### config.mk
export PLATFORM = sky130hd
export DESIGN_NAME = pcd_command_decoder
export DESIGN_NICKNAME = d
export VERILOG_FILES = /design/src/rtl/pcd_pkg.sv /design/src/rtl/pcd_command_decoder.sv
export SDC_FILE = /design/constraint.sdc
export NUM_CORES = 1
export LEC_CHECK = 0
export ABC_AREA = 1
export BUFFER_PORTS_ARGS = -buffer_cell sky130_fd_sc_hd__clkbuf_2
export CORE_MARGIN = 2
export CORE_UTILIZATION = 55
export DETAILED_ROUTE_END_ITERATION = 8
export GPL_ROUTABILITY_DRIVEN = 0
export HOLD_SLACK_MARGIN = 0.1
export PLACE_DENSITY_LB_ADDON = 0.25
export SYNTH_ARGS = -nofsm -noshare
export SYNTH_HDL_FRONTEND = slang
export SYNTH_SLANG_ARGS = --single-unit
### constraint.sdc
create_clock -name core_clk -period 13.7 [get_ports core_clk]
set_input_delay 1.37 -clock core_clk [delete_from_list [all_inputs] [get_ports core_clk]]
set_output_delay 1.37 -clock core_clk [all_outputs]
set_load 0.005 [all_outputs]
### src/rtl/pcd_pkg.sv
package pcd_pkg;
    // Command codes
    localparam logic [7:0] CMD_CHANNEL_SELECT  = 8'h00;
    localparam logic [7:0] CMD_RUN_MODE        = 8'h01;
    localparam logic [7:0] CMD_ON_SOURCE       = 8'h02;
    localparam logic [7:0] CMD_FAULT_CLEAR     = 8'h03;
    localparam logic [7:0] CMD_DIRECT_WRITE    = 8'h05;
    localparam logic [7:0] CMD_DIRECT_READ     = 8'h06;
    localparam logic [7:0] CMD_GUARD_LEVEL     = 8'h10;
    localparam logic [7:0] CMD_NVM_SAVE        = 8'h15;
    localparam logic [7:0] CMD_NVM_RELOAD      = 8'h16;
    localparam logic [7:0] CMD_FEATURES        = 8'h19;
    localparam logic [7:0] CMD_ALERT_MASK      = 8'h1B;
    localparam logic [7:0] CMD_FORMAT_EXP      = 8'h20;
    localparam logic [7:0] CMD_NOMINAL         = 8'h21;
    localparam logic [7:0] CMD_CEILING         = 8'h24;
    localparam logic [7:0] CMD_UPPER_MARGIN    = 8'h25;
    localparam logic [7:0] CMD_LOWER_MARGIN    = 8'h26;
    localparam logic [7:0] CMD_RESERVED_BASE   = 8'hD0;
    // Reset and fixed values
    localparam logic [7:0]  RST_CHANNEL    = 8'h00;
    localparam logic [7:0]  RST_RUN_MODE   = 8'h40;
    localparam logic [7:0]  RST_ON_SOURCE  = 8'h1E;
    localparam logic [7:0]  RST_GUARD      = 8'h00;
    localparam logic [7:0]  RST_ALERT_MASK = 8'h00;
    localparam logic [7:0]  FEATURES_VALUE = 8'hB0;
    localparam logic [7:0]  FORMAT_VALUE   = 8'h14;
    localparam logic [15:0] RST_NOMINAL    = 16'h1000;
    localparam logic [15:0] RST_CEILING    = 16'h599A;
    localparam logic [15:0] RST_UPPER      = 16'h10CD;
    localparam logic [15:0] RST_LOWER      = 16'h0F33;
    localparam logic [7:0]  PAGE_ALL       = 8'hFF;
    // Guard levels
    localparam logic [7:0] GUARD_ALL   = 8'h80;
    localparam logic [7:0] GUARD_OP    = 8'h40;
    localparam logic [7:0] GUARD_BASIC = 8'h20;
    // Field positions
    localparam int         OP_ON_BIT       = 7;
    localparam int         OP_MARGIN_LSB   = 4;
    localparam logic [1:0] MARGIN_HIGH     = 2'h2;
    localparam logic [1:0] MARGIN_LOW      = 2'h1;
    localparam int         ONOFF_HONOR_BIT = 4;
    localparam int         ONOFF_CMD_BIT   = 3;
    localparam int         ONOFF_PIN_BIT   = 2;
    // Timing
    localparam int NVM_BUSY_CYCLES = 16;
    localparam int NVM_COUNT_W     = 8;

    typedef enum logic [2:0] {
        REQ_SEND, REQ_WRITE, REQ_READ, REQ_PLUS_WRITE, REQ_PLUS_READ
    } pcd_kind_t;
    typedef enum logic {MODE_IDLE, MODE_NVM} pcd_mode_t;

    typedef struct packed {
        pcd_kind_t   kind;
        logic [7:0]  code;
        logic [7:0]  page;
        logic [7:0]  embCode;
        logic [15:0] data;
        logic        pecSent;
        logic        pecGood;
    } pcd_req_t;
    typedef struct packed {
        logic        valid;
        logic        nack;
        logic [15:0] data;
    } pcd_rsp_t;
    typedef struct packed {
        logic commMemoryLogicFault;
        logic busy;
        logic pec;
    } pcd_fault_t;
    typedef struct packed {
        logic [7:0]  runMode;
        logic [7:0]  onSource;
        logic [7:0]  alertMask;
        logic [15:0] nominal;
        logic [15:0] ceiling;
        logic [15:0] upper;
        logic [15:0] lower;
    } pcd_chan_t;
    typedef struct packed {
        pcd_chan_t [1:0] chan;
        logic [7:0]      guard;
    } pcd_user_t;
    typedef struct packed {
        pcd_user_t               user;
        pcd_user_t               image;
        logic [7:0]              chanSel;
        pcd_fault_t              fault;
        pcd_rsp_t                rsp;
        logic [NVM_COUNT_W-1:0]  busyCnt;
        pcd_mode_t               mode;
        logic [1:0]              runMeta;
        logic [1:0]              runSync;
        logic [1:0]              enable;
        logic [1:0][15:0]        target;
    } pcd_state_t;
endpackage

### src/rtl/pcd_command_decoder.sv
`timescale 1ns/1ps
module pcd_command_decoder #(
    parameter int BUSY_CYCLES = pcd_pkg::NVM_BUSY_CYCLES
) (
    input  wire logic              core_clk,
    input  wire logic              rst,
    input  wire logic              reqValid,
    input  wire pcd_pkg::pcd_req_t req,
    output logic                   reqReady,
    output pcd_pkg::pcd_rsp_t      rsp,
    input  wire logic [1:0]        runPin,
    output logic [1:0]             chanEnable,
    output logic [1:0][15:0]       chanTarget,
    output logic [1:0][7:0]        alertMask,
    output pcd_pkg::pcd_fault_t    fault
);
    import pcd_pkg::*;

    if (BUSY_CYCLES < 1 || BUSY_CYCLES >= (1 << NVM_COUNT_W)) begin : g_bad
        $error("BUSY_CYCLES out of range");
    end

    localparam logic [NVM_COUNT_W-1:0] BUSY_LOAD = NVM_COUNT_W'(BUSY_CYCLES);

    pcd_state_t cur;
    pcd_state_t next_st;

    function automatic logic isChanCode(input logic [7:0] c);
        isChanCode = (c == CMD_RUN_MODE) || (c == CMD_ON_SOURCE) ||
                     (c == CMD_ALERT_MASK) || (c == CMD_NOMINAL) ||
                     (c == CMD_CEILING) || (c == CMD_UPPER_MARGIN) ||
                     (c == CMD_LOWER_MARGIN);
    endfunction

    // Higher guard levels leave fewer codes writable
    function automatic logic guardOk(input logic [7:0] g, input logic [7:0] c);
        case (g)
            GUARD_ALL:   guardOk = 1'b0;
            GUARD_OP:    guardOk = (c == CMD_RUN_MODE);
            GUARD_BASIC: guardOk = (c == CMD_RUN_MODE) || (c == CMD_CHANNEL_SELECT) ||
                                   (c == CMD_ON_SOURCE) || (c == CMD_NOMINAL);
            default:     guardOk = 1'b1;
        endcase
    endfunction

    function automatic pcd_chan_t chanWrite(input pcd_chan_t c, input logic [7:0] code,
                                            input logic [15:0] d);
        chanWrite = c;
        case (code)
            CMD_RUN_MODE:     chanWrite.runMode = d[7:0];
            CMD_ON_SOURCE:    chanWrite.onSource = d[7:0];
            CMD_ALERT_MASK:   chanWrite.alertMask = d[7:0];
            CMD_NOMINAL:      chanWrite.nominal = d;
            CMD_CEILING:      chanWrite.ceiling = d;
            CMD_UPPER_MARGIN: chanWrite.upper = d;
            CMD_LOWER_MARGIN: chanWrite.lower = d;
            default:          chanWrite = c;
        endcase
    endfunction

    function automatic logic [15:0] chanRead(input pcd_chan_t c, input logic [7:0] code);
        case (code)
            CMD_RUN_MODE:     chanRead = {8'h00, c.runMode};
            CMD_ON_SOURCE:    chanRead = {8'h00, c.onSource};
            CMD_ALERT_MASK:   chanRead = {8'h00, c.alertMask};
            CMD_NOMINAL:      chanRead = c.nominal;
            CMD_CEILING:      chanRead = c.ceiling;
            CMD_UPPER_MARGIN: chanRead = c.upper;
            CMD_LOWER_MARGIN: chanRead = c.lower;
            default:          chanRead = 16'h0000;
        endcase
    endfunction

    // Margin choice, then clamp to the ceiling
    function automatic logic [15:0] setpoint(input pcd_chan_t c);
        logic [15:0] s;
        s = c.nominal;
        if (c.runMode[OP_MARGIN_LSB +: 2] == MARGIN_HIGH) begin
            s = c.upper;
        end else if (c.runMode[OP_MARGIN_LSB +: 2] == MARGIN_LOW) begin
            s = c.lower;
        end
        setpoint = (s > c.ceiling) ? c.ceiling : s;
    endfunction

    function automatic logic chanOn(input pcd_chan_t c, input logic pin);
        chanOn = !c.onSource[ONOFF_HONOR_BIT] ||
                 ((!c.onSource[ONOFF_CMD_BIT] || c.runMode[OP_ON_BIT]) &&
                  (!c.onSource[ONOFF_PIN_BIT] || pin));
    endfunction

    function automatic pcd_user_t userReset();
        userReset.guard = RST_GUARD;
        for (int i = 0; i < 2; i++) begin
            userReset.chan[i] = '{runMode: RST_RUN_MODE, onSource: RST_ON_SOURCE,
                                  alertMask: RST_ALERT_MASK, nominal: RST_NOMINAL,
                                  ceiling: RST_CEILING, upper: RST_UPPER,
                                  lower: RST_LOWER};
        end
    endfunction

    logic [7:0]  opCode;
    logic [7:0]  opPage;
    logic        isPlus;
    logic        refuse;

    always_comb begin
        isPlus = (req.kind == REQ_PLUS_WRITE) || (req.kind == REQ_PLUS_READ);
        opCode = isPlus ? req.embCode : req.code;
        opPage = isPlus ? req.page : cur.chanSel;
    end

    always_comb begin
        next_st = cur;
        refuse = 1'b0;
        next_st.rsp.valid = 1'b0;
        next_st.rsp.nack = 1'b0;
        next_st.runMeta = runPin;
        next_st.runSync = cur.runMeta;
        if (cur.busyCnt != '0) begin
            next_st.busyCnt = cur.busyCnt - 1'b1;
        end else begin
            next_st.mode = MODE_IDLE;
        end
        if (reqValid) begin
            next_st.rsp.valid = 1'b1;
            next_st.rsp.data = 16'h0000;
            if (cur.mode == MODE_NVM) begin
                next_st.fault.busy = 1'b1;
                next_st.rsp.nack = 1'b1;
            end else if (req.pecSent && !req.pecGood) begin
                next_st.fault.pec = 1'b1;
                next_st.rsp.nack = 1'b1;
            end else begin
                case (req.kind)
                    REQ_SEND: begin
                        case (req.code)
                            CMD_FAULT_CLEAR: next_st.fault = '0;
                            CMD_NVM_SAVE: begin
                                next_st.image = cur.user;
                                next_st.busyCnt = BUSY_LOAD;
                                next_st.mode = MODE_NVM;
                            end
                            CMD_NVM_RELOAD: begin
                                next_st.user = cur.image;
                                next_st.busyCnt = BUSY_LOAD;
                                next_st.mode = MODE_NVM;
                            end
                            default: refuse = 1'b1;
                        endcase
                    end
                    REQ_WRITE, REQ_PLUS_WRITE: begin
                        if (opCode == CMD_CHANNEL_SELECT && !isPlus) begin
                            if (!guardOk(cur.user.guard, opCode)) begin
                                refuse = 1'b1;
                            end else if (req.data[7:0] < 8'h02 || req.data[7:0] == PAGE_ALL) begin
                                next_st.chanSel = req.data[7:0];
                            end else begin
                                refuse = 1'b1;
                            end
                        end else if (opCode == CMD_GUARD_LEVEL) begin
                            case (req.data[7:0])
                                GUARD_ALL, GUARD_OP, GUARD_BASIC, RST_GUARD:
                                    next_st.user.guard = req.data[7:0];
                                default: refuse = 1'b1;
                            endcase
                        end else if (isChanCode(opCode) && guardOk(cur.user.guard, opCode)) begin
                            if (opPage == PAGE_ALL) begin
                                for (int i = 0; i < 2; i++) begin
                                    next_st.user.chan[i] =
                                        chanWrite(cur.user.chan[i], opCode, req.data);
                                end
                            end else if (opPage < 8'h02) begin
                                next_st.user.chan[opPage[0]] =
                                    chanWrite(cur.user.chan[opPage[0]], opCode, req.data);
                            end else begin
                                refuse = 1'b1;
                            end
                        end else begin
                            refuse = 1'b1;
                        end
                    end
                    REQ_READ, REQ_PLUS_READ: begin
                        if (opCode == CMD_CHANNEL_SELECT && !isPlus) begin
                            next_st.rsp.data = {8'h00, cur.chanSel};
                        end else if (opCode == CMD_GUARD_LEVEL) begin
                            next_st.rsp.data = {8'h00, cur.user.guard};
                        end else if (opCode == CMD_FEATURES) begin
                            next_st.rsp.data = {8'h00, FEATURES_VALUE};
                        end else if (opCode == CMD_FORMAT_EXP) begin
                            next_st.rsp.data = {8'h00, FORMAT_VALUE};
                        end else if (isChanCode(opCode) && opPage < 8'h02) begin
                            next_st.rsp.data = chanRead(cur.user.chan[opPage[0]], opCode);
                        end else begin
                            refuse = 1'b1;
                        end
                    end
                    default: refuse = 1'b1;
                endcase
                if (refuse) begin
                    next_st.fault.commMemoryLogicFault = 1'b1;
                    next_st.rsp.nack = 1'b1;
                end
            end
        end
        for (int i = 0; i < 2; i++) begin
            next_st.target[i] = setpoint(cur.user.chan[i]);
            next_st.enable[i] = chanOn(cur.user.chan[i], cur.runSync[i]);
        end
    end

    always_ff @(posedge core_clk or posedge rst) begin
        if (rst) begin
            cur.user <= userReset();
            cur.image <= userReset();
            cur.chanSel <= RST_CHANNEL;
            cur.fault <= '0;
            cur.rsp <= '0;
            cur.busyCnt <= '0;
            cur.mode <= MODE_IDLE;
            cur.runMeta <= 2'h0;
            cur.runSync <= 2'h0;
            cur.enable <= 2'h0;
            cur.target <= '0;
        end else begin
            cur <= next_st;
        end
    end

    assign reqReady = (cur.mode == MODE_IDLE);
    assign rsp = cur.rsp;
    assign chanEnable = cur.enable;
    assign chanTarget = cur.target;
    assign fault = cur.fault;
    assign alertMask = {cur.user.chan[1].alertMask, cur.user.chan[0].alertMask};

    logic reqOk;
    assign reqOk = reqValid && cur.mode == MODE_IDLE && !(req.pecSent && !req.pecGood);

    chk_reserved_refused: assert property (@(posedge core_clk) disable iff (rst)
        reqOk && req.kind == REQ_WRITE && req.code >= CMD_RESERVED_BASE
        |=> rsp.valid && rsp.nack && fault.commMemoryLogicFault)
        else $error("reserved write not refused");
    chk_unsup_read: assert property (@(posedge core_clk) disable iff (rst)
        reqOk && req.kind == REQ_READ && req.code == 8'h04
        |=> rsp.nack && rsp.data == 16'h0000)
        else $error("unsupported read answered");
    chk_fault_sticky: assert property (@(posedge core_clk) disable iff (rst)
        fault.commMemoryLogicFault &&
        !(reqOk && req.kind == REQ_SEND && req.code == CMD_FAULT_CLEAR)
        |=> fault.commMemoryLogicFault)
        else $error("fault flag lost");
    chk_format_value: assert property (@(posedge core_clk) disable iff (rst)
        reqOk && req.kind == REQ_READ && req.code == CMD_FORMAT_EXP
        |=> rsp.valid && !rsp.nack && rsp.data == 16'h0014)
        else $error("format query wrong");
    chk_busy_refusal: assert property (@(posedge core_clk) disable iff (rst)
        reqValid && !reqReady |=> rsp.nack && fault.busy)
        else $error("busy request not refused");
    chk_clear_all: assert property (@(posedge core_clk) disable iff (rst)
        reqOk && req.kind == REQ_SEND && req.code == CMD_FAULT_CLEAR |=> fault == '0)
        else $error("faults not cleared");
    chk_direct_keeps: assert property (@(posedge core_clk) disable iff (rst)
        reqOk && req.kind == REQ_PLUS_WRITE |=> $stable(cur.chanSel))
        else $error("direct write moved selection");
    chk_features: assert property (@(posedge core_clk) disable iff (rst)
        reqOk && req.kind == REQ_READ && req.code == CMD_FEATURES |=> rsp.data == 16'h00B0)
        else $error("feature byte wrong");
    chk_ceiling_clamp: assert property (@(posedge core_clk) disable iff (rst)
        1'b1 |=> chanTarget[1] <= $past(cur.user.chan[1].ceiling))
        else $error("set point above ceiling");
    chk_save_image: assert property (@(posedge core_clk) disable iff (rst)
        reqOk && req.kind == REQ_SEND && req.code == CMD_NVM_SAVE
        |=> cur.image == $past(cur.user) ##1 !reqReady)
        else $error("save did not copy");
    chk_pec_refusal: assert property (@(posedge core_clk) disable iff (rst)
        reqValid && reqReady && req.pecSent && !req.pecGood
        |=> rsp.nack && fault.pec && $stable(cur.user))
        else $error("bad check byte acted on");
    chk_read_keeps: assert property (@(posedge core_clk) disable iff (rst)
        reqOk && req.kind == REQ_PLUS_READ |=> $stable(cur.chanSel))
        else $error("direct read moved selection");
    chk_select_write: assert property (@(posedge core_clk) disable iff (rst)
        reqOk && req.kind == REQ_WRITE && req.code == CMD_CHANNEL_SELECT &&
        cur.user.guard == RST_GUARD && req.data[7:0] < 8'h02
        |=> cur.chanSel == $past(req.data[7:0]))
        else $error("selection not taken");
    chk_guard_blocks: assert property (@(posedge core_clk) disable iff (rst)
        reqOk && req.kind == REQ_WRITE && cur.user.guard == GUARD_ALL &&
        req.code != CMD_GUARD_LEVEL |=> rsp.nack && $stable(cur.user.chan))
        else $error("guarded write applied");
    chk_reload_copy: assert property (@(posedge core_clk) disable iff (rst)
        reqOk && req.kind == REQ_SEND && req.code == CMD_NVM_RELOAD
        |=> cur.user == $past(cur.image))
        else $error("reload did not copy");
    chk_free_enable: assert property (@(posedge core_clk) disable iff (rst)
        !cur.user.chan[1].onSource[ONOFF_HONOR_BIT] |=> chanEnable[1])
        else $error("free-running channel off");
    chk_paged_copy: assert property (@(posedge core_clk) disable iff (rst)
        reqOk && req.kind == REQ_WRITE && isChanCode(req.code) && cur.chanSel == 8'h01
        |=> $stable(cur.user.chan[0]))
        else $error("other channel changed");
    chk_nominal_write: assert property (@(posedge core_clk) disable iff (rst)
        reqOk && req.kind == REQ_WRITE && req.code == CMD_NOMINAL &&
        cur.chanSel == 8'h01 && cur.user.guard == RST_GUARD
        |=> cur.user.chan[1].nominal == $past(req.data))
        else $error("nominal write lost");
    chk_margin_pick: assert property (@(posedge core_clk) disable iff (rst)
        cur.user.chan[1].runMode[OP_MARGIN_LSB +: 2] == MARGIN_HIGH &&
        cur.user.chan[1].upper <= cur.user.chan[1].ceiling
        |=> chanTarget[1] == $past(cur.user.chan[1].upper))
        else $error("upper margin not applied");

    cov_margin_high: cover property (@(posedge core_clk) disable iff (rst)
        cur.user.chan[1].runMode[OP_MARGIN_LSB +: 2] == MARGIN_HIGH);
    cov_reload_done: cover property (@(posedge core_clk) disable iff (rst)
        reqOk && req.kind == REQ_SEND && req.code == CMD_NVM_RELOAD);
    cov_guard_refused: cover property (@(posedge core_clk) disable iff (rst)
        reqOk && req.kind == REQ_WRITE && cur.user.guard == GUARD_ALL);
    cov_busy_hit: cover property (@(posedge core_clk) disable iff (rst)
        reqValid && !reqReady);
    cov_direct_read: cover property (@(posedge core_clk) disable iff (rst)
        reqOk && req.kind == REQ_PLUS_READ);
endmodule

* Word-level counts from Yosys, hierarchy flattened *
Cells that the tools add are included.

word-level totals
  register bits = 444
  input bits = 50
  output and inout port bits = 72
  word-level logic and storage cells = 310

cells by class
  $add $sub $neg = 1
  magnitude comparators = 6
  equality and inequality tests = 44
  mux-type cells = 152
  bitwise operators = 2
  reductions and logical operators = 61

operator list
  cell                number
  $mux 16             56
  $mux 176            4
  $mux 184            2
  $pmux 184 s2        1
  $mux 8              38
  $mux 88             3
  $bwmux 176          1
  $pmux 16 s7         1
  $demux 88 s1        1
  $reduce_and 10->1   7
  $eq 8x6->1 const B  7
  $mux 25             2
  $eq 8x5->1 const B  5
  $mux 1              36
  $eq 8x8->1 const B  4
  $gt 16x16->1        2
  $mux 27             1
  $ne 3x3->1 const B  8
  $mux 9              2
  $logic_or 1x1->1    17
  $eq 8x2->1 const B  2
  $eq 8x7->1 const B  2
  $logic_not 8->1     2
  $lt 8x2->1 const B  2
  26 further kinds    60

* Depth between registers and ports, before layout *
  depth after elaboration = 29
  mapped depth = 19
  depth with buffers taken out = 17

* Worst setup path after synthesis *
Ideal clock, no wire load.

  path type = input-to-reg
  start = in req[42] (netlist name)
  end = reg cur[428] (netlist name)
  library setup time = 0.121 ns
  arrival time = 3.244 ns
  path slack = 10.335 ns
  stages on the path = 17
  path buffers = 3
  cells stage by stage = o21ai_2 -> nand2_2 -> buf_6 -> nand2_1 -> nand2_1 -> nor2_1 -> nand2_1 -> nor2_4 -> nor2_1 -> nand2_2 -> nand2_4 -> nand2_8 -> buf_12 -> nand4_4 -> buf_6 -> nand2_1 -> o21ai_2

between the ends
  word-level cells in the longest chain between the ends = 22

ends and longest elaborated chain
  what                                         line                                                    source
  start, declared                              pcd_command_decoder.sv:8                                input wire pcd_pkg::pcd_req_t req,
  $eq 3x2->1 or $eq 3x3->1 (tied branches)     pcd_command_decoder.sv:108, pcd_command_decoder.sv:135
  $logic_or 1x1->1                             pcd_command_decoder.sv:108                              isPlus = (req.kind == REQ_PLUS_WRITE) || (req.kind == REQ_PLUS_READ);
  $mux 8                                       pcd_command_decoder.sv:110                              opPage = isPlus ? req.page : cur.chanSel;
  $mux 88 (not written as such) (2 in series)  pcd_command_decoder.sv:175                              chanWrite(cur.user.chan[opPage[0]], opCode, req.data);
  $mux 8                                       pcd_command_decoder.sv:49                               case (code)
  $mux 8                                       pcd_command_decoder.sv:173                              end else if (opPage < 8'h02) begin
  $mux 8                                       pcd_command_decoder.sv:168                              if (opPage == PAGE_ALL) begin
  $mux 8                                       pcd_command_decoder.sv:167                              end else if (isChanCode(opCode) && guardOk(cur.user.guard, opCode)) begin
  (+5 left out)                                -
  $mux 8                                       pcd_command_decoder.sv:125                              if (reqValid) begin
  $bwmux 176                                   pcd_command_decoder.sv:174                              next_st.user.chan[opPage[0]] =
  $mux 176                                     pcd_command_decoder.sv:173
  $mux 176                                     pcd_command_decoder.sv:168
  $mux 176                                     pcd_command_decoder.sv:167
  $mux 176                                     pcd_command_decoder.sv:161                              end else if (opCode == CMD_GUARD_LEVEL) begin
  $mux 184                                     pcd_command_decoder.sv:153                              if (opCode == CMD_CHANNEL_SELECT && !isPlus) begin
  $pmux 184 s2                                 pcd_command_decoder.sv:135                              case (req.kind)
  end signal, assigned                         pcd_command_decoder.sv:226                              cur <= next_st;
  end, declared                                pcd_command_decoder.sv:25                               pcd_state_t cur;

Several ways; a longest one is shown, not always the timed one. The select of a mux whose other input is x is not followed.
A chain may end at the register's enable or synchronous reset.

* Worst setup path after layout *
  start = in req[42] (netlist name)
  end = reg cur[377] (netlist name)

between the ends
  word-level cells in the longest chain between the ends = 22

ends and longest elaborated chain
  what                                         line
  $eq 3x2->1 or $eq 3x3->1 (tied branches)     pcd_command_decoder.sv:108, pcd_command_decoder.sv:135
  $logic_or 1x1->1                             pcd_command_decoder.sv:108
  $mux 8                                       pcd_command_decoder.sv:110
  $mux 88 (not written as such) (2 in series)  pcd_command_decoder.sv:175
  $mux 16                                      pcd_command_decoder.sv:49
  $mux 16                                      pcd_command_decoder.sv:173
  $mux 16                                      pcd_command_decoder.sv:168
  $mux 16                                      pcd_command_decoder.sv:167
  (+5 left out)                                -
  $mux 16                                      pcd_command_decoder.sv:125
  $bwmux 176                                   pcd_command_decoder.sv:174
  $mux 176                                     pcd_command_decoder.sv:173
  $mux 176                                     pcd_command_decoder.sv:168
  $mux 176                                     pcd_command_decoder.sv:167
  $mux 176                                     pcd_command_decoder.sv:161
  $mux 184                                     pcd_command_decoder.sv:153
  $pmux 184 s2                                 pcd_command_decoder.sv:135

Several ways; a longest one is shown, not always the timed one. The select of a mux whose other input is x is not followed.

==> reports/results.ini <==
[clock_network]
cts_tree = done
cts.sink_count = 444
ctsHoldBuffers = 0
cts_resized = 0
cts_setup_buffers = 0
clockBufferDepth = 3
numCtsBuffers = 50
cts-root-buf = clkbuf_16
h-tree-depth = 2
path_clk_slew_ns = 0.06
clkLatencyLatePin_ns = 0.61

[die]
fp.dieH_um = 218
coreArea_um2 = 45300
num_rows = 78
start_util_pct = 55.7
dieArea_um2 = 47600
io_pins = 122
die-width_um = 218

[worst_setup_path]
crit_fanout = 39
cp-end-kind = register
crit_path_start_kind = primary input
crit_type = primary input to register
cp.required_ns = 14.17
cp.arrival_ns = 5.65

[synth]
async_flop_share_pct = 100
synthCells = 3296
yosys_register_bits = 444
synth_area_per_cell_um2 = 7.65
synth.top_cell.area_share_pct = 33.0
synth_cell_types = 49
synth_edf_count = 0
syn_area_um2 = 25200
ys_top_cells_by_area = dfrtp_1 33%, nand2_1 17%, dfstp_2 12%
ys_dominant_reg_cell = dfrtp_1
yosysWarnings = 0
yosysSeqAreaShare_pct = 44.6
synth_top_area_cell = dfrtp_1
syn_nets = 3380

[final_layout]
fillers = 4140
areaGrowthSynthToFinish_pct = 6.93
mostFrequentLayoutCells = 1,169 x nand2_1, 476 x o21ai_0, 332 x dfrtp_1, 249 x inv_1, 188 x a21oi_1
drive_above_1_share_pct = 16.5
stdcell_count = 3875
seqCellArea_um2 = 11300
final_common_cell = nand2_1
multiInputGateArea_um2 = 11500
final_nets = 3318

[grt]
grt_start_max_net_pins = 245
grt_pass1_vias = 21900
grt-ovfl-total = 0
gr-usage-all-layers_pct = 34.7
antenna_found_initial = 4
grt_pass1_wl_mm = 127

[min_path]
hp-class = register to register

[sta]
timing.fmax_mhz = 193
hold_viol = 0
maxSlewViolCount = 0
setup_viol = 0
worstMarginPinSlew_ns = 1.21
skew_ns = 0.0204
fin_crit_ns = 5.18
relSlewSlack_pct = 19.1
tns_ns = 0
rsz0062_at_grt = no
post-route-period-util_pct = 37.8

[power_and_ir_drop]
peakVddDrop_v = 0.000108
p_leak_uw = 0.0124
power.density_nw_per_um2 = 143

[drt]
wl_mm = 81.1
vias = 23000
wl_per_cell_um = 20.9
drt-vias-per-instance = 5.93
drtIter0Drc = 3018
drt_pass1_iterations = 7
ant_nets = 0
drc_errors = 0

[placed_design]
placedCellCount = 3782
place.detailed.hpwl_mm = 52.0
portBuffers = 121

[run]
maxCapViolations = 0

[outcome]
run_status = finished, final reports clean

==> cell families after synthesis <==
family / share of synthesized area (%)
AOI/OAI and AO/OA: 21.0
xor gates and xnor gates: 0.243
adders and majority gates: 1.69
DFF: 44.6
and+or+nand+nor: 22.5
buffers and inverters: 9.97
==> worst max-delay path: stages <==
cell      delay (ns)
clkbuf_2        0.12
o21ai_2         0.45
nand2_2         0.45
inv_2           0.21
nand2_1         0.07
nand2_1         0.07
buf_4           0.47
nor2_4          0.03
buf_4           0.33
inv_1           0.72
nand4_4         0.87
nand2_1         0.32
o21ai_2         0.07
==> state kept, by name (all words and copies together) (netlist names) <==
| name | flops |
|---|---|
| fault | 3 |
| alertMask | 16 |
| chanTarget | 32 |
| rsp | 18 |
| cur | 373 |
| chanEnable | 2 |
==> cells in the mapped netlist, drive strengths merged, types with 9 or more instances <==
| master | instances |
|---|---|
| nor2 | 115 |
| nand2 | 1181 |
| nand3 | 38 |
| ha | 34 |
| a221oi | 11 |
| o22ai | 34 |
| inv | 256 |
| a211oi | 9 |
| clkbuf | 116 |
| buf | 141 |
| nand4 | 24 |
| a21oi | 193 |
| o21ai | 659 |
| dfrtp | 332 |
| dfstp | 112 |
==> layer usage <==
metal	GRT usage [%]	wire, µm
met3	8.62	10300
met1	48.7	32500
met5	0	35
met4	14.1	3410
met2	51.3	34800
==> per-stage QoR <==
stage	utilization (%)	hold WS [ns]	area [µm²]	total power, µW	worst slack, ns
floorplan	-	0.331	25200	2150	0.143
global placement	55.8	0.333	25300	2410	8.27
detailed placement	55.8	0.338	25300	2440	8.14
CTS	59.5	0.350	26900	3840	8.71
global route	59.5	0.351	26900	4020	8.28
finish	59.5	0.347	27000	3850	8.52
==> power by group <==
group | total [µW] | switching [µW] | internal [µW] | leakage, µW
registers | 1490 | 73.8 | 1420 | 0.00555
logic | 960 | 699 | 262 | 0.00604
clock network | 1400 | 568 | 833 | 0.000829
==> area by class of cell <==
cell class	count	share of cell area, %
multi-input cells	2337	42.6
flip-flops and latches	444	41.7
clock buffers	76	5.45
inverters	258	3.63
repair buffers	143	2.95
well taps	600	2.79
clock inverters	16	0.850
diodes	1	0.00928
==> final timing paths <==
kind | from | slack, ns | cells past startpoint | end
worst min-delay path | cur[36] | 0.35 | 0 | cur[34]
worst max-delay path | req[42] | 8.52 | 13 | cur[377]
worst min register to register | cur[36] | 0.35 | 0 | cur[34]
min in group asynchronous | rst | 0.93 | 2 | rsp[7]
worst max register to register | cur[352] | 8.69 | 15 | chanTarget[4]
max in group asynchronous | rst | 10.29 | 4 | cur[390]
Power figures use the tool's default switching activity.
